### src/hw/otg_power_defines.svh
// Offsets, field positions, reset values and timing counts for the bus power control block
`ifndef OTG_POWER_DEFINES_SVH
`define OTG_POWER_DEFINES_SVH

// ****************************************
// Transceiver register map
// ****************************************
`define OTG_ADDR_W          6
`define OTG_ADDR_WRITE      6'h0a
`define OTG_ADDR_SET        6'h0b
`define OTG_ADDR_CLEAR      6'h0c
`define OTG_RESET_VALUE     8'h06

// ****************************************
// Field positions of otg_power_control
// ****************************************
`define OTG_BIT_EXT_IND     7
`define OTG_BIT_EXT_SUPPLY  6
`define OTG_BIT_POWER_REQ   5
`define OTG_BIT_CHARGE      4
`define OTG_BIT_DISCHARGE   3
`define OTG_BIT_MINUS_PD    2
`define OTG_BIT_PLUS_PD     1
`define OTG_BIT_RESERVED    0

// ****************************************
// Report byte layout
// ****************************************
`define RPT_BIT_SESSION_END_FLAG    2
`define RPT_BIT_SESS_VALID  1
`define RPT_BIT_VBUS_VALID  0

// ****************************************
// Link controller APB map
// ****************************************
`define APB_OFF_COMMAND     12'h000
`define APB_OFF_STATUS      12'h004
`define CMD_ADDR_LSB        8
`define CMD_BIT_WRITE       16
`define ST_BIT_BUSY         0
`define ST_BIT_REFUSED      1
`define ST_BIT_DISCH_PEND   2
`define ST_BIT_SE0_OK       3
`define ST_BIT_SESSION_END_FLAG     4
`define ST_RDATA_LSB        8
`define ST_REPORT_LSB       16

// ****************************************
// Timing
// ****************************************
`define CLK_FREQ_MHZ        10
`define SE0_HOLD_US         2000
`define SE0_HOLD_CYCLES     (`SE0_HOLD_US * `CLK_FREQ_MHZ)

`endif

### src/hw/otg_power_pkg.sv
// Shared types of the bus power control block
package otg_power_pkg;

  typedef enum logic [1:0] {
    ACC_NONE,
    ACC_WRITE,
    ACC_SET,
    ACC_CLEAR
  } access_e;

  typedef enum logic [0:0] {
    LINK_IDLE,
    LINK_WAIT
  } link_state_e;

endpackage : otg_power_pkg

### src/hw/otg_power_if.sv
// Register access and report channel between link controller and transceiver
`timescale 1ns/1ps

interface otg_power_if;
  logic       req_valid;
  logic       req_write;
  logic [5:0] req_addr;
  logic [7:0] req_wdata;
  logic       rsp_valid;
  logic [7:0] rsp_rdata;
  logic       rxcmd_valid;
  logic [7:0] rxcmd_data;

  modport device (
    input  req_valid,
    input  req_write,
    input  req_addr,
    input  req_wdata,
    output rsp_valid,
    output rsp_rdata,
    output rxcmd_valid,
    output rxcmd_data
  );

  modport link (
    output req_valid,
    output req_write,
    output req_addr,
    output req_wdata,
    input  rsp_valid,
    input  rsp_rdata,
    input  rxcmd_valid,
    input  rxcmd_data
  );
endinterface : otg_power_if

### src/hw/otg_power_link.sv
// Link controller end: APB command registers, guarded register access, discharge follow-up
//
// Chosen here: the APB slave port.
`timescale 1ns/1ps
`include "otg_power_defines.svh"

module otg_power_link #(
  parameter int unsigned SE0_HOLD_CYCLES = `SE0_HOLD_CYCLES
) (
  // Clock and reset
  input  wire logic        pclk,
  input  wire logic        presetn,
  // APB slave
  input  wire logic        psel,
  input  wire logic        penable,
  input  wire logic        pwrite,
  input  wire logic [11:0] paddr,
  input  wire logic [31:0] pwdata,
  output logic             pready,
  output logic [31:0]      prdata,
  output logic             pslverr,
  // Line state, high while both data lines sit at SE0
  input  wire logic        line_se0,
  // Transceiver side
  otg_power_if.link        phy
);

  logic                       apb_acc;
  logic                       cmd_hit;
  logic                       cmd_pending_reg;
  logic                       cmd_write_reg;
  logic [5:0]                 cmd_addr_reg;
  logic [7:0]                 cmd_data_reg;
  otg_power_pkg::link_state_e state_reg;
  logic                       req_write_reg;
  logic [5:0]                 req_addr_reg;
  logic [7:0]                 req_wdata_reg;
  logic                       busy;
  logic                       refused_reg;
  logic                       disch_pend_reg;
  logic                       session_end_flag_reg;
  logic [7:0]                 rdata_reg;
  logic [7:0]                 report_reg;
  logic [14:0]                se0_cnt_reg;
  logic                       se0_ok;
  logic                       charge_ok;
  logic                       report_end_rise;
  logic                       start_auto;
  logic                       start_cmd;
  logic                       sets_bit4;
  logic                       sets_bit3;
  logic [7:0]                 safe_data;

  // ****************************************
  // APB slave
  // ****************************************
  assign apb_acc = psel && penable;
  assign busy    = cmd_pending_reg || (state_reg != otg_power_pkg::LINK_IDLE);
  assign cmd_hit = apb_acc && pwrite && (paddr == `APB_OFF_COMMAND) && !busy;
  assign pready  = 1'b1;
  assign pslverr = apb_acc && !((paddr == `APB_OFF_STATUS && !pwrite)
                              || (paddr == `APB_OFF_COMMAND && !busy));

  always_comb begin
    prdata = 32'h0000_0000;
    if (paddr == `APB_OFF_STATUS) begin
      prdata[`ST_BIT_BUSY]                    = busy;
      prdata[`ST_BIT_REFUSED]                 = refused_reg;
      prdata[`ST_BIT_DISCH_PEND]              = disch_pend_reg;
      prdata[`ST_BIT_SE0_OK]                  = se0_ok;
      prdata[`ST_BIT_SESSION_END_FLAG]                = session_end_flag_reg;
      prdata[`ST_RDATA_LSB +: 8]              = rdata_reg;
      prdata[`ST_REPORT_LSB +: 8]             = report_reg;
    end
  end

  always_ff @(posedge pclk or negedge presetn) begin
    if (!presetn) begin
      cmd_pending_reg <= 1'b0;
      cmd_write_reg   <= 1'b0;
      cmd_addr_reg    <= 6'h00;
      cmd_data_reg    <= 8'h00;
    end else if (cmd_hit) begin
      cmd_pending_reg <= 1'b1;
      cmd_write_reg   <= pwdata[`CMD_BIT_WRITE];
      cmd_addr_reg    <= pwdata[`CMD_ADDR_LSB +: 6];
      cmd_data_reg    <= pwdata[7:0];
    end else if (start_cmd) begin
      cmd_pending_reg <= 1'b0;
    end
  end

  // ****************************************
  // Charge guard
  // ****************************************
  // SE0 must have lasted the full hold time without a break
  always_ff @(posedge pclk or negedge presetn) begin
    if (!presetn) begin
      se0_cnt_reg <= 15'h0000;
    end else if (!line_se0) begin
      se0_cnt_reg <= 15'h0000;
    end else if (!se0_ok) begin
      se0_cnt_reg <= se0_cnt_reg + 15'h0001;
    end
  end

  assign se0_ok    = (32'(se0_cnt_reg) >= SE0_HOLD_CYCLES);
  assign charge_ok = se0_ok && session_end_flag_reg;
  assign sets_bit4 = cmd_write_reg && cmd_data_reg[`OTG_BIT_CHARGE]
                  && (cmd_addr_reg == `OTG_ADDR_WRITE || cmd_addr_reg == `OTG_ADDR_SET);
  assign sets_bit3 = cmd_write_reg && cmd_data_reg[`OTG_BIT_DISCHARGE]
                  && (cmd_addr_reg == `OTG_ADDR_WRITE || cmd_addr_reg == `OTG_ADDR_SET);

  always_comb begin
    safe_data = cmd_data_reg;
    if (cmd_addr_reg != `OTG_ADDR_CLEAR) begin
      safe_data[`OTG_BIT_RESERVED] = 1'b0;
      if (!charge_ok) begin
        safe_data[`OTG_BIT_CHARGE] = 1'b0;
      end
    end
  end

  // ****************************************
  // Transceiver access
  // ****************************************
  assign report_end_rise = phy.rxcmd_valid && phy.rxcmd_data[`RPT_BIT_SESSION_END_FLAG] && !session_end_flag_reg;
  assign start_auto = (state_reg == otg_power_pkg::LINK_IDLE) && disch_pend_reg && session_end_flag_reg;
  assign start_cmd  = (state_reg == otg_power_pkg::LINK_IDLE) && !start_auto && cmd_pending_reg;

  always_ff @(posedge pclk or negedge presetn) begin
    if (!presetn) begin
      state_reg     <= otg_power_pkg::LINK_IDLE;
      req_write_reg <= 1'b0;
      req_addr_reg  <= 6'h00;
      req_wdata_reg <= 8'h00;
    end else begin
      unique case (state_reg)
        otg_power_pkg::LINK_IDLE: begin
          if (start_auto) begin
            state_reg     <= otg_power_pkg::LINK_WAIT;
            req_write_reg <= 1'b1;
            req_addr_reg  <= `OTG_ADDR_CLEAR;
            req_wdata_reg <= 8'h01 << `OTG_BIT_DISCHARGE;
          end else if (start_cmd) begin
            state_reg     <= otg_power_pkg::LINK_WAIT;
            req_write_reg <= cmd_write_reg;
            req_addr_reg  <= cmd_addr_reg;
            req_wdata_reg <= safe_data;
          end
        end
        otg_power_pkg::LINK_WAIT: begin
          if (phy.rsp_valid) begin
            state_reg <= otg_power_pkg::LINK_IDLE;
          end
        end
      endcase
    end
  end

  assign phy.req_valid = (state_reg == otg_power_pkg::LINK_WAIT);
  assign phy.req_write = req_write_reg;
  assign phy.req_addr  = req_addr_reg;
  assign phy.req_wdata = req_wdata_reg;

  // ****************************************
  // Status tracking
  // ****************************************
  always_ff @(posedge pclk or negedge presetn) begin
    if (!presetn) begin
      refused_reg <= 1'b0;
    end else if (start_cmd) begin
      refused_reg <= sets_bit4 && !charge_ok;
    end
  end

  // Waiting for the session end report; the seen session end level wins over a fresh discharge order
  always_ff @(posedge pclk or negedge presetn) begin
    if (!presetn) begin
      disch_pend_reg <= 1'b0;
    end else if (start_auto) begin
      disch_pend_reg <= 1'b0;
    end else if (start_cmd && sets_bit3) begin
      disch_pend_reg <= 1'b1;
    end
  end

  // A discharge order clears the seen level, but a report in the same cycle wins and loads its bit 2; otherwise only a later report with bit 2 set ends it
  always_ff @(posedge pclk or negedge presetn) begin
    if (!presetn) begin
      session_end_flag_reg <= 1'b0;
    end else if (phy.rxcmd_valid) begin
      session_end_flag_reg <= phy.rxcmd_data[`RPT_BIT_SESSION_END_FLAG];
    end else if (start_cmd && sets_bit3) begin
      session_end_flag_reg <= 1'b0;
    end
  end

  always_ff @(posedge pclk or negedge presetn) begin
    if (!presetn) begin
      rdata_reg  <= 8'h00;
      report_reg <= 8'h00;
    end else begin
      if (phy.rsp_valid && state_reg == otg_power_pkg::LINK_WAIT && !req_write_reg) begin
        rdata_reg <= phy.rsp_rdata;
      end
      if (phy.rxcmd_valid) begin
        report_reg <= phy.rxcmd_data;
      end
    end
  end

  logic unused_rise;
  assign unused_rise = report_end_rise;

endmodule : otg_power_link

### src/flat_wrapper.sv
// flat-port wrapper written by rule: the top's interface ports become plain ports
module otg_power_link_flat 
#(
  parameter int unsigned SE0_HOLD_CYCLES = `SE0_HOLD_CYCLES
)
  (pclk, presetn, psel, penable, pwrite, paddr, pwdata, pready, prdata, pslverr, line_se0, phy_req_valid, phy_req_write, phy_req_addr, phy_req_wdata, phy_rsp_valid, phy_rsp_rdata, phy_rxcmd_valid, phy_rxcmd_data);
  otg_power_if phy_i ();
  input  wire logic pclk;
  input  wire logic presetn;
  input  wire logic psel;
  input  wire logic penable;
  input  wire logic pwrite;
  input  wire logic [11:0] paddr;
  input  wire logic [31:0] pwdata;
  output logic pready;
  output logic [31:0] prdata;
  output logic pslverr;
  input  wire logic line_se0;
  output wire logic [$bits(phy_i.req_valid)-1:0] phy_req_valid;
  output wire logic [$bits(phy_i.req_write)-1:0] phy_req_write;
  output wire logic [$bits(phy_i.req_addr)-1:0] phy_req_addr;
  output wire logic [$bits(phy_i.req_wdata)-1:0] phy_req_wdata;
  input wire logic [$bits(phy_i.rsp_valid)-1:0] phy_rsp_valid;
  input wire logic [$bits(phy_i.rsp_rdata)-1:0] phy_rsp_rdata;
  input wire logic [$bits(phy_i.rxcmd_valid)-1:0] phy_rxcmd_valid;
  input wire logic [$bits(phy_i.rxcmd_data)-1:0] phy_rxcmd_data;
  assign phy_req_valid = phy_i.req_valid;
  assign phy_req_write = phy_i.req_write;
  assign phy_req_addr = phy_i.req_addr;
  assign phy_req_wdata = phy_i.req_wdata;
  assign phy_i.rsp_valid = phy_rsp_valid;
  assign phy_i.rsp_rdata = phy_rsp_rdata;
  assign phy_i.rxcmd_valid = phy_rxcmd_valid;
  assign phy_i.rxcmd_data = phy_rxcmd_data;
  otg_power_link #(.SE0_HOLD_CYCLES(SE0_HOLD_CYCLES)) u_core (.pclk(pclk), .presetn(presetn), .psel(psel), .penable(penable), .pwrite(pwrite), .paddr(paddr), .pwdata(pwdata), .pready(pready), .prdata(prdata), .pslverr(pslverr), .line_se0(line_se0), .phy(phy_i));
endmodule
### config.mk
export PLATFORM = sky130hd
export DESIGN_NAME = otg_power_link_flat
export DESIGN_NICKNAME = d
export VERILOG_FILES = /design/src/hw/otg_power_pkg.sv /design/src/hw/otg_power_if.sv /design/src/hw/otg_power_link.sv /design/src/flat_wrapper.sv
export VERILOG_INCLUDE_DIRS = /design/src /design/src/hw
export SDC_FILE = /design/constraint.sdc
export NUM_CORES = 1
export LEC_CHECK = 0
export ABC_AREA = 1
export BUFFER_PORTS_ARGS = -buffer_cell sky130_fd_sc_hd__buf_2
export CELL_PAD_IN_SITES_DETAIL_PLACEMENT = 1
export CELL_PAD_IN_SITES_GLOBAL_PLACEMENT = 1
export CORE_MARGIN = 8
export CORE_UTILIZATION = 35
export CTS_CLUSTER_DIAMETER = 30
export DETAILED_ROUTE_END_ITERATION = 16
export PLACE_DENSITY_LB_ADDON = 0.1
export REMOVE_ABC_BUFFERS = 1
export SYNTH_ARGS = -nofsm -noshare
export SYNTH_HDL_FRONTEND = slang
export SYNTH_SLANG_ARGS = --single-unit
### constraint.sdc
create_clock -name pclk -period 3.3 [get_ports pclk]
set_clock_uncertainty 0.1 [all_clocks]
set_input_delay 0.66 -clock pclk [delete_from_list [all_inputs] [get_ports pclk]]
set_output_delay 0.66 -clock pclk [all_outputs]
set_load 0.05 [all_outputs]
# [Word-level counts from Yosys, hierarchy flattened]
# Cells that the tools add are included.
# W data, S select, Z words.
[op_classes] bitwise=1 eq_ne=5 reduce_logical=35 magnitude_cmp=1 add_sub_neg=1 mux=23
[op_table] cell="$mux W15" count=2
[op_table] cell="$logic_and A1 B1 Y1" count=20
[op_table] cell="$mux W16" count=1
[op_table] cell="$mux W8" count=2
[op_table] cell="$add A15 B1 Y15 const B" count=1
[op_table] cell="$ge A15 B15 Y1 const B" count=1
[op_table] cell="$mux W1" count=14
[op_table] cell="$eq A12 B3 Y1 const B" count=1
[op_table] cell="$eq A6 B4 Y1 const B" count=2
[op_table] cell="$logic_not A12 Y1" count=1
[op_table] cell="$mux W6" count=2
[op_table] cell="$reduce_bool A2 Y1" count=4
[op_table] cell="$logic_not A1 Y1" count=6
[op_table] cell="$ne A6 B4 Y1 const B" count=1
[op_table] cell="$mux W5" count=1
[op_table] cell="$logic_or A1 B1 Y1" count=3
[op_table] cell="$ne A2 B2 Y1 const B" count=1
[op_table] cell="$pmux W1 S2" count=1
[op_table] cell="$reduce_and A2 Y1" count=1
[op_table] cell="$not A1 Y1" count=1
[word_totals] regBits=66

# [Depth between registers and ports, before layout]
# Gate-level depths: netlist of run 1.
[logic_depth] depth_word=9 mapped_depth=10 ltp_nobuf=9

# [Worst setup path before layout of run 1]
# Ideal clock, no wire load.
[synth_timing] path_kind="reg-to-output" start="register u_core.state_reg, in the netlist u_core.phy.req_valid" end="output pslverr" path_slack_ps=326 t_arrival_ps=2214 path_stages_with_launch=7 t_required_ps=2540 path_cell_list="dfrtp_1 inv_2 nand2_1 nor3_1 and2_1 buf_4 nor3_1"
[synth_via] elab_chain_len=6
[synth_rtl] element="from (decl)" line="otg_power_link.sv:34" source="otg_power_pkg::link_state_e state_reg;"
[synth_rtl] element="from (signal assigned)" line="otg_power_link.sv:133" source="state_reg <= otg_power_pkg::LINK_IDLE;"
[synth_rtl] element="from (signal assigned)" line="otg_power_link.sv:141" source="state_reg <= otg_power_pkg::LINK_WAIT;"
[synth_rtl] element="from (signal assigned)" line="otg_power_link.sv:146" source="state_reg <= otg_power_pkg::LINK_WAIT;"
[synth_rtl] element="$logic_or A1 B1 Y1" line="otg_power_link.sv:58" source="assign busy = cmd_pending_reg || (state_reg != otg_power_pkg::LINK_IDLE);"
[synth_rtl] element="$logic_not A1 Y1" line="otg_power_link.sv:62" source="|| (paddr == `APB_OFF_COMMAND && !busy));"
[synth_rtl] element="$logic_and A1 B1 Y1" line="otg_power_link.sv:62"
[synth_rtl] element="$logic_or A1 B1 Y1" line="otg_power_link.sv:61" source="assign pslverr = apb_acc && !((paddr == `APB_OFF_STATUS && !pwrite)"
[synth_rtl] element="$logic_not A1 Y1" line="otg_power_link.sv:61"
[synth_rtl] element="$logic_and A1 B1 Y1" line="otg_power_link.sv:61"
[synth_rtl] element="to (decl)" line="flat_wrapper.sv:17" source="output logic pslverr;"
# Every way passes these cells.

# [Worst setup path after layout of run 1]
[layout_timing] start="register u_core.se0_cnt_reg[10]" end="output prdata[3]"
[layout_via] elab_chain_len=2
[layout_rtl] element="from (decl)" line="otg_power_link.sv:44" source="logic [14:0] se0_cnt_reg;"
[layout_rtl] element="from (signal assigned)" line="otg_power_link.sv:103" source="se0_cnt_reg <= se0_cnt_reg + 15'h0001;"
[layout_rtl] element="$ge A15 B15 Y1" line="otg_power_link.sv:107" source="assign se0_ok = (32'(se0_cnt_reg) >= SE0_HOLD_CYCLES);"
[layout_rtl] element="$mux W5" line="otg_power_link.sv:66" source="if (paddr == `APB_OFF_STATUS) begin"
[layout_rtl] element="to (decl)" line="flat_wrapper.sv:16" source="output logic [31:0] prdata;"
# Every way passes these cells.

==> results of run 1 <==
==> metrics by stage <==
| stage | cell area, um2 | worst slack [ns] | std cells | util (%) | hold WS (ns) |
|---|---|---|---|---|---|
| after detailed placement | 3802 | 0.6608 | 616 | 41.35 | 0.3590 |
| after CTS | 4013 | 0.6392 | 632 | 43.63 | 0.2350 |
| after global routing | 4013 | 0.5104 | 632 | 43.63 | 0.2445 |
| final | 4013 | 0.6647 | 632 | 43.63 | 0.2129 |
| after floorplan | 3173 | 0.1810 | 412 | - | 0.2644 |
| after global placement | 3802 | 0.6610 | 616 | 41.35 | 0.3551 |
==> cell families (layout without fill, tap and decap cells) <==
kind of cell	after synthesis	after routing	share of synthesized area, %
and+or+nand+nor	241	241	30.87
buffers and inverters	74	159	10.66
DFF	66	66	50.06
AOI/OAI and AO/OA	38	38	6.636
xor gates and xnor gates	3	3	0.7965
adders and majority gates	2	2	0.7583
other	2	12	0.2276
==> worst register-to-register path, cell delays in order (launching register included) <==
cell	delay [ns]
dfrtp_1	0.44
nor2_1	0.35
nand2_1	0.29
inv_1	0.29
nand2_1	0.08
o21ai_0	0.16
==> power groups by stage <==
stage / sequential (uW) / combinational (uW) / clock [uW]
after floorplan: 916 / 131 / 0
after global placement: 909 / 226 / 0
after detailed placement: 910 / 235 / 0
after CTS: 895 / 238 / 772
after global routing: 903 / 267 / 801
final: 894 / 232 / 754
==> layout make-up <==
type                            instances  area [um2]
Multi-Input combinational cell        296        1334
Tap cell                              111       138.9
Timing Repair Buffer                   93       490.5
Inverter                               50       187.7
Sequential cell                        66        1652
Clock buffer                           11       131.4
Fill cell                            1181        5184
Clock inverter                          5       78.83
==> cell usage after synthesis, types with 3 or more instances <==
| cell | number | area share (%) |
|---|---|---|
| nand2_1 | 118 | 13 |
| clkbuf_1 | 5 | 0.57 |
| xor2_1 | 3 | 0.80 |
| or2_2 | 3 | 0.57 |
| nor3_1 | 3 | 0.45 |
| a22o_1 | 5 | 1.3 |
| inv_1 | 48 | 5.5 |
| nor2_1 | 63 | 7.2 |
| nand4_1 | 14 | 2.7 |
| o21ai_0 | 18 | 2.7 |
| a21oi_1 | 11 | 1.7 |
| dfrtp_1 | 66 | 50 |
| nand3_1 | 32 | 4.9 |
| buf_4 | 15 | 3.4 |
==> placed cells by master, fill, tap and decap left out, drive strengths merged <==
cell / netlist / layout
bufinv: 0 / 2
nand4: 14 / 14
o21ai: 18 / 18
o211ai: 2 / 2
a22o: 5 / 5
conb: 2 / 12
buf: 19 / 93
xor2: 3 / 3
a21oi: 11 / 11
nor2: 65 / 65
nand3: 32 / 32
dfrtp: 66 / 66
or2: 3 / 3
inv: 50 / 50
nor3: 3 / 3
a21o: 2 / 2
nor4: 1 / 1
and2: 1 / 1
nand3b: 2 / 2
clkinv: 0 / 3
clkbuf: 5 / 11
ha: 2 / 2
nand2: 120 / 120
==> routing by layer <==
layer	vias to the layer above	track usage, %	wire (um)
li1	1490	-	-
met1	1459	18.34	4296
met2	59	26.83	4612
met3	9	4.633	509
met4	0	4.529	103
met5	-	0	0
==> path summary, 6_finish.rpt <==
kind,startpoint,endpoint,slack (ns),cells past startpoint
hold reg to reg,u_core.cmd_addr_reg[1]$_DFFE_PN0P_,u_core.cmd_addr_reg[1]$_DFFE_PN0P_,0.37,2
hold / removal,presetn,u_core.se0_cnt_reg[9]$_DFFE_PN0P_,0.21,2
min in group pclk,u_core.cmd_addr_reg[1]$_DFFE_PN0P_,u_core.cmd_addr_reg[1]$_DFFE_PN0P_,0.37,2
setup / recovery,u_core.se0_cnt_reg[10]$_DFFE_PN0P_,prdata[3],0.66,8
max in group asynchronous,presetn,u_core.se0_cnt_reg[6]$_DFFE_PN0P_,2.57,2
setup reg to reg,u_core.phy.req_valid$_DFF_PN0_,u_core.phy.req_wdata[0]$_DFFE_PN0P_,1.52,5
==> results.json, run 1 <==
{
  "outcome": "finished clean",
  "grt_usage_pct": 15.59,
  "slowest_stage": "dfrtp_1",
  "worstPathRequired_ns": 2.54,
  "insertion_delay_ns": 0.34,
  "drc": 0,
  "worstPathMaxFanout": 13,
  "layout_min_cycle_time_ns": 2.635,
  "viasPerCell": 4.774,
  "synth.distinct_cells": 27,
  "antenna_left": 0,
  "power.switching_uw": 518.5,
  "avgSynthCellArea_um2": 7.745,
  "powerDensity_mw_per_mm2": 468.5,
  "cts_buffer_depth": 2,
  "antenna_cells": 0,
  "synth_top_flop_cell": "dfrtp_1",
  "grt_max_degree": 67,
  "die-area_mm2": 0.01279,
  "nets": 586,
  "p_seq_share_pct": 47.6,
  "routed_wirelength_um": 9521,
  "ctsResizeCount": 0,
  "slew_headroom_pct": 39.45,
  "yosys_warnings": 0,
  "h-tree-depth": 3,
  "ys_ff_latch": 66,
  "cp.arrival_ns": 1.88,
  "initial_utilization_pct": 35.88,
  "gp_routability_congestion": 0.7542,
  "fin_crit_sh_pct": 79.86,
  "critical_path_buf_inv_count": 2,
  "hold_viol": 0,
  "die_w_um": 113.1,
  "coreArea_mm2": 0.009196,
  "cts_setup_buffers": 0,
  "critPathMaxStageDelay_ns": 0.44,
  "end_kind": "output pin",
  "largest_reg_flops": 15,
  "cts_root_buf": "clkbuf_8",
  "hold_buffers": 0,
  "maxCapViolations": 0,
  "critPathKind": "reg2out",
  "seq_area_frac_synth_pct": 50.06,
  "swShare_pct": 27.58,
  "async_flop_share_pct": 100.0,
  "fin_tns_setup_ns": 0,
  "clock_sink_count": 66,
  "ios": 118,
  "ir_drop_uv": 200.2,
  "cts.clk_slew.worst_paths_ns": 0.08,
  "grt_overflow_total": 0,
  "synthToLayoutAreaGrowth_pct": 21.62,
  "power_uw": 1880,
  "grt_pass1_wl_um": 16040,
  "worst_setup_path_start_kind": "flop",
  "hold_path_class": "in2async",
  "worstPathCellList": "nand2_1 > nor2_2 > nand2_1 > nor2_1 > nor2_2 > buf_4 > nor2_1 > buf_2",
  "setup-violations-final": 0,
  "dpl.hpwl_um": 7035,
  "drive_above_1_share_pct": 22.26,
  "synth-edff-count": 0,
  "syn-cell-area_mm2": 0.003299,
  "clock_power_share_pct": 40.1,
  "dieHeight_um": 113.1,
  "grt_pass1_vias": 3275,
  "drtPass1Iterations": 4,
  "placementRows": 35,
  "p_leak_uw": 0.002255,
  "worst_pin_slew_ns": 0.9049,
  "wire_per_inst_um": 15.06,
  "vias": 3017,
  "io_buffers": 88,
  "rsz0062_at_grt": "no",
  "drt_iter0_drc": 63,
  "antenna_found_initial": 0,
  "p_comb_share_pct": 12.3,
  "cts_tree": "done",
  "cts_buffers": 9,
  "synthCells": 426,
  "intPower_uw": 1361,
  "slew_viol_final": 0,
  "critPathTopFamily": "simple AND/OR/NAND/NOR gates",
  "max_freq_mhz": 379.5
}
Power figures use the tool's default switching activity.
==> inputs of run 2 (changes only) <==
==> constraint.sdc (replaced) <==
create_clock -name pclk -period 2.7 [get_ports pclk]
set_clock_uncertainty 0.1 [all_clocks]
set_input_delay 0.54 -clock pclk [delete_from_list [all_inputs] [get_ports pclk]]
set_output_delay 0.54 -clock pclk [all_outputs]
set_load 0.05 [all_outputs]
==> run 2 against run 1 <==
Compared with the run above:
- first-iteration DRC count grew 40%
- largest power group is now the clock network
- total power grew 34%
- critical path depth down 1
- via count up 0.27%
- sequential cell count unchanged
- largest cell class unchanged
- setup slack lost 0.35 ns
- core utilization increased by 0.99 points
==> results.json, run 2 (same netlist as run 1, synthesis figures left out) <==
{
  "outcome": "finished clean",
  "layout_commonest_cell": "nand2_1",
  "io_buffers": 88,
  "powerDensity_mw_per_mm2": 614.1,
  "grt_max_degree": 33,
  "worstPathRequired_ns": 2.06,
  "placementRows": 35,
  "clock_sink_count": 66,
  "ios": 118,
  "drtPass1Iterations": 4,
  "layout_common_cells": "118 x nand2_1, 88 x buf_2, 66 x dfrtp_1",
  "vias": 3025,
  "grt_usage_pct": 15.40,
  "wl_met1_um": 4290,
  "cts.clk_slew.worst_paths_ns": 0.07,
  "drt_iter0_drc": 88,
  "cts_tree": "done",
  "layout_min_cycle_time_ns": 2.387,
  "cts_root_buf": "clkbuf_8",
  "ctsResizeCount": 0,
  "die_w_um": 113.1,
  "dieHeight_um": 113.1,
  "viasPerCell": 4.771,
  "wire_per_inst_um": 15.15,
  "hold_path_class": "in2async",
  "worstPathMaxFanout": 5,
  "p_leak_uw": 0.002296,
  "antenna_left": 0,
  "grt_overflow_total": 0,
  "antenna_cells": 0,
  "routed_wirelength_um": 9605,
  "met3_length_um": 480,
  "largest_reg_flops": 15,
  "power_uw": 2520,
  "h-tree-depth": 3,
  "setup-violations-final": 0,
  "coreArea_mm2": 0.009196,
  "ir_drop_uv": 202.9,
  "worst_setup_path_start_kind": "flop",
  "die-area_mm2": 0.01279,
  "nets": 588,
  "wl_met2_um": 4707,
  "grt_pass1_wl_um": 15810,
  "gp_routability_congestion": 0.7612,
  "antenna_found_initial": 0,
  "dpl.hpwl_um": 7268,
  "drc": 0,
  "cp.arrival_ns": 1.75,
  "rsz0062_at_grt": "no",
  "critPathKind": "reg2out",
  "worst_pin_slew_ns": 0.6314,
  "cts_buffer_depth": 2,
  "maxCapViolations": 0,
  "initial_utilization_pct": 35.88,
  "max_freq_mhz": 418.9,
  "fin_cells": 634,
  "synthToLayoutAreaGrowth_pct": 24.38,
  "insertion_delay_ns": 0.34,
  "dr.max_layer_used": "met4",
  "post-place-cells": 618,
  "drive_above_1_share_pct": 22.94,
  "grt_pass1_vias": 3226,
  "cts_setup_buffers": 0,
  "fin_crit_sh_pct": 88.42,
  "slew_viol_final": 0,
  "n_fill_cell": 1171,
  "fin_tns_setup_ns": 0,
  "hold_buffers": 0,
  "end_kind": "output pin",
  "slew_headroom_pct": 57.78,
  "cts_buffers": 9,
  "hold_viol": 0
}
[run 2: cell types whose count changed in the layout (fill, tap and decap cells not counted), sizes merged]
cell,delta
inv,+1
bufinv,+2
clkinv,-3
clkbuf,-1
buf,+2
clkinvlp,+1
[run 2: cell type report]
cell class | instances | area, um2 | area share (%)
Tap cell | 111 | 138.9 | 3.384
Clock inverter | 6 | 136.4 | 3.323
Clock buffer | 10 | 137.6 | 3.354
Inverter | 50 | 187.7 | 4.573
Sequential cell | 66 | 1652 | 40.24
Multi-Input combinational cell | 296 | 1334 | 32.50
Timing Repair Buffer | 95 | 518.0 | 12.62
[run 2: per-stage QoR]
stage	hold slack, ns	util (%)	instance area (um2)	setup WS, ns
floorplan	0.1444	-	3173	-0.2201
global placement	0.3547	41.65	3830	0.3185
detailed placement	0.3586	41.65	3830	0.3491
CTS	0.06566	44.63	4104	0.2888
global route	0.08106	44.63	4104	0.1397
finish	0.06063	44.63	4104	0.3127
[run 2: report_power, final]
part	switching, uW	total, uW	internal (uW)
Combinational	204	287	83.0
Clock	403	1140	735
Sequential	30.8	1100	1060
Total	638	2520	1880
[run 2: worst max-delay path: stages (launching register included)]
cell and delay, ns:
dfrtp_1 0.44, nand2_1 0.16, nor2_2 0.15, nand2_1 0.06, nor2_1 0.13, nor2_2 0.08, nor2_1 0.10, buf_2 0.27
[run 2: worst paths after layout]
| check | startpoint | endpoint | slack (ns) | cells past startpoint |
|---|---|---|---|---|
| worst min-delay path | presetn | u_core.se0_cnt_reg[9]$_DFFE_PN0P_ | 0.06 | 1 |
| max in group asynchronous | presetn | u_core.cmd_data_reg[2]$_DFFE_PN0P_ | 1.83 | 2 |
| min in group pclk | phy_rsp_valid | u_core.phy.req_valid$_DFF_PN0_ | 0.30 | 2 |
| worst max-delay path | u_core.se0_cnt_reg[9]$_DFFE_PN0P_ | prdata[3] | 0.31 | 7 |
| worst max register to register | u_core.phy.req_valid$_DFF_PN0_ | u_core.phy.req_wdata[0]$_DFFE_PN0P_ | 0.82 | 5 |
| worst min register to register | u_core.cmd_addr_reg[5]$_DFFE_PN0P_ | u_core.cmd_addr_reg[5]$_DFFE_PN0P_ | 0.37 | 2 |
[run 2: per-layer routing]
metal	vias to the layer above	global-route usage [%]
met1	1456	18.39
met4	0	5.595
met2	63	26.19
met3	12	3.887
met5	-	0
li1	1494	-
==> inputs of run 3 (changes only) <==
--- a/config.mk
+++ b/config.mk
@@ -8,12 +8,14 @@
 export LEC_CHECK = 0
 export ABC_AREA = 1
 export BUFFER_PORTS_ARGS = -buffer_cell sky130_fd_sc_hd__buf_2
+export CAP_MARGIN = 20
 export CELL_PAD_IN_SITES_DETAIL_PLACEMENT = 1
 export CELL_PAD_IN_SITES_GLOBAL_PLACEMENT = 1
 export CORE_MARGIN = 8
 export CORE_UTILIZATION = 35
 export CTS_CLUSTER_DIAMETER = 30
 export DETAILED_ROUTE_END_ITERATION = 16
+export GPL_TIMING_DRIVEN = 0
 export PLACE_DENSITY_LB_ADDON = 0.1
 export REMOVE_ABC_BUFFERS = 1
 export SYNTH_ARGS = -nofsm -noshare
==> constraint.sdc (replaced) <==
create_clock -name pclk -period 2.5 [get_ports pclk]
set_clock_uncertainty 0.1 [all_clocks]
set_input_delay 0.5 -clock pclk [delete_from_list [all_inputs] [get_ports pclk]]
set_output_delay 0.5 -clock pclk [all_outputs]
set_load 0.05 [all_outputs]
==> run 3 against run 2 <==
Compared with the run above:
- sequential cell count did not move
- largest power group is now sequential cells
- total power fell by 2.3%
- critical path type unchanged
- non-clock buffer count fell by 1
- via count rose by 1.1%
- global-route usage rose by 0.71 points
- combinational power rose by 7%
- register-to-register slack got worse by 0.16 ns
- clock power fell by 14%
- largest cell class unchanged
==> results.json, run 3 (same netlist as run 1, synthesis figures left out) <==
{
  "antenna_cells": 0,
  "placementRows": 35,
  "hold_ws_ns": 0.1539,
  "crit_cells": 7,
  "drc": 0,
  "die-area_mm2": 0.01279,
  "end_kind": "output pin",
  "clock_power_share_pct": 39.7,
  "p_comb_share_pct": 12.4,
  "worst_pin_slew_ns": 0.8976,
  "layout_min_cycle_time_ns": 2.352,
  "intPower_uw": 1795,
  "hold_viol": 0,
  "grt_use_met1_pct": 19.69,
  "critical_path_buf_inv_count": 1,
  "h-tree-depth": 3,
  "antenna_left": 0,
  "drive_above_1_share_pct": 22.94,
  "die_w_um": 113.1,
  "powerDensity_mw_per_mm2": 609.3,
  "grt_pass1_wl_um": 16560,
  "worstPathMaxFanout": 5,
  "rr_worst_depth": 4,
  "power.switching_uw": 668.5,
  "coreArea_mm2": 0.009196,
  "gp_routability_congestion": 0.7740,
  "grt_usage_pct": 16.11,
  "drtPass1Iterations": 4,
  "cp.arrival_ns": 1.75,
  "insertion_delay_ns": 0.33,
  "viasPerCell": 4.823,
  "slowest_stage": "dfrtp_1",
  "hold_buffers": 0,
  "cts.clk_slew.worst_paths_ns": 0.08,
  "cts_buffer_depth": 2,
  "hold_path_class": "in2async",
  "antenna_found_initial": 0,
  "critPathTopFamily": "simple AND/OR/NAND/NOR gates",
  "setup-violations-final": 0,
  "reg2reg_setup_slack_ns": 0.66,
  "fin_crit_sh_pct": 94.06,
  "cts_buffers": 9,
  "routed_wirelength_um": 9858,
  "gr-usage-met2_pct": 26.83,
  "dieHeight_um": 113.1,
  "busiest_layer": "met2",
  "cts_tree": "done",
  "ir_drop_uv": 328.0,
  "layout_commonest_cell": "nand2_1",
  "largest_reg_flops": 15,
  "grt_max_degree": 67,
  "worst_setup_path_start_kind": "flop",
  "worstPathRequired_ns": 1.90,
  "slew_viol_final": 0,
  "outcome": "finished clean",
  "drt_iter0_drc": 85,
  "swShare_pct": 27.14,
  "io_buffers": 88,
  "cts_root_buf": "clkbuf_8",
  "synthToLayoutAreaGrowth_pct": 22.53,
  "n_fill_cell": 1161,
  "dpl.hpwl_um": 6971,
  "maxCapViolations": 0,
  "clock_sink_count": 66,
  "p_leak_uw": 0.002256,
  "grt_pass1_vias": 3309,
  "grt_overflow_total": 0,
  "initial_utilization_pct": 35.88,
  "layout_common_cells": "118 x nand2_1, 85 x buf_2, 65 x dfrtp_1",
  "max_freq_mhz": 425.2,
  "grtUsageMet3_pct": 3.994,
  "p_seq_share_pct": 47.9,
  "fin_tns_setup_ns": 0,
  "critPathKind": "reg2out",
  "worstPathCellList": "nand2_1 > nor2_2 > nand2_1 > nor2_1 > nor2_4 > nor2_1 > clkbuf_4",
  "slew_headroom_pct": 39.94,
  "vias": 3058,
  "rsz0062_at_grt": "no",
  "ios": 118,
  "critPathMaxStageDelay_ns": 0.44,
  "nets": 588,
  "wire_per_inst_um": 15.55
}
## run 3: final timing paths
path | start | to
worst min-delay path | presetn | u_core.se0_cnt_reg[9]$_DFFE_PN0P_
min in group pclk | phy_rxcmd_data[6] | u_core.report_reg[6]$_DFFE_PN0P_
worst max register to register | u_core.cmd_pending_reg$_DFFE_PN0P_ | u_core.phy.req_valid$_DFF_PN0_
worst min register to register | u_core.cmd_addr_reg[4]$_DFFE_PN0P_ | u_core.cmd_addr_reg[4]$_DFFE_PN0P_
worst max-delay path | u_core.se0_cnt_reg[9]$_DFFE_PN0P_ | prdata[3]
max in group asynchronous | presetn | u_core.se0_cnt_reg[11]$_DFFE_PN0P_
## run 3: power by group through the flow
stage	sequential, uW	combinational (uW)	clock, uW
after floorplan	1210	174	0
after global routing	1190	350	1050
after global placement	1200	293	0
after CTS	1180	312	1010
after detailed placement	1200	309	0
final	1180	306	977
## run 3: area by class of cell
class	instances	area, um2	share of cell area [%]
clock buffer	11	131.4	3.250
clock inverter	5	78.83	1.950
sequential	66	1653	40.89
tap	111	138.9	3.435
inverter	50	187.7	4.643
timing repair buffer	94	496.7	12.29
multi-input combinational	297	1356	33.55
## run 3: repair_timing
item,in CTS,in global routing
pin swaps,3,0
gates resized for setup,4,4
gates cloned,1,0
buffers inserted,5,0
setup endpoints to repair,22,4
## run 3: metrics by stage
stage                     total power [uW]  area, um2  worst slack (ns)  util [%]  instances
after floorplan                       1383       3173           -0.3801         -        412
after global placement                1493       3752           -0.5222     40.80        611
after detailed placement              1511       3766           -0.4911     40.95        612
after CTS                             2501       4031           0.09140     43.84        634
after global routing                  2586       4043           0.01656     43.96        634
final                                 2463       4043            0.1484     43.96        634
## run 3: per-layer routing
layer | part of all wire [%] | wire (um) | vias up
met5 | 0 | 0 | -
met4 | 1.6 | 161 | 0
met3 | 5.2 | 512 | 12
met2 | 49 | 4793 | 69
met1 | 45 | 4390 | 1477
li1 | - | - | 1500
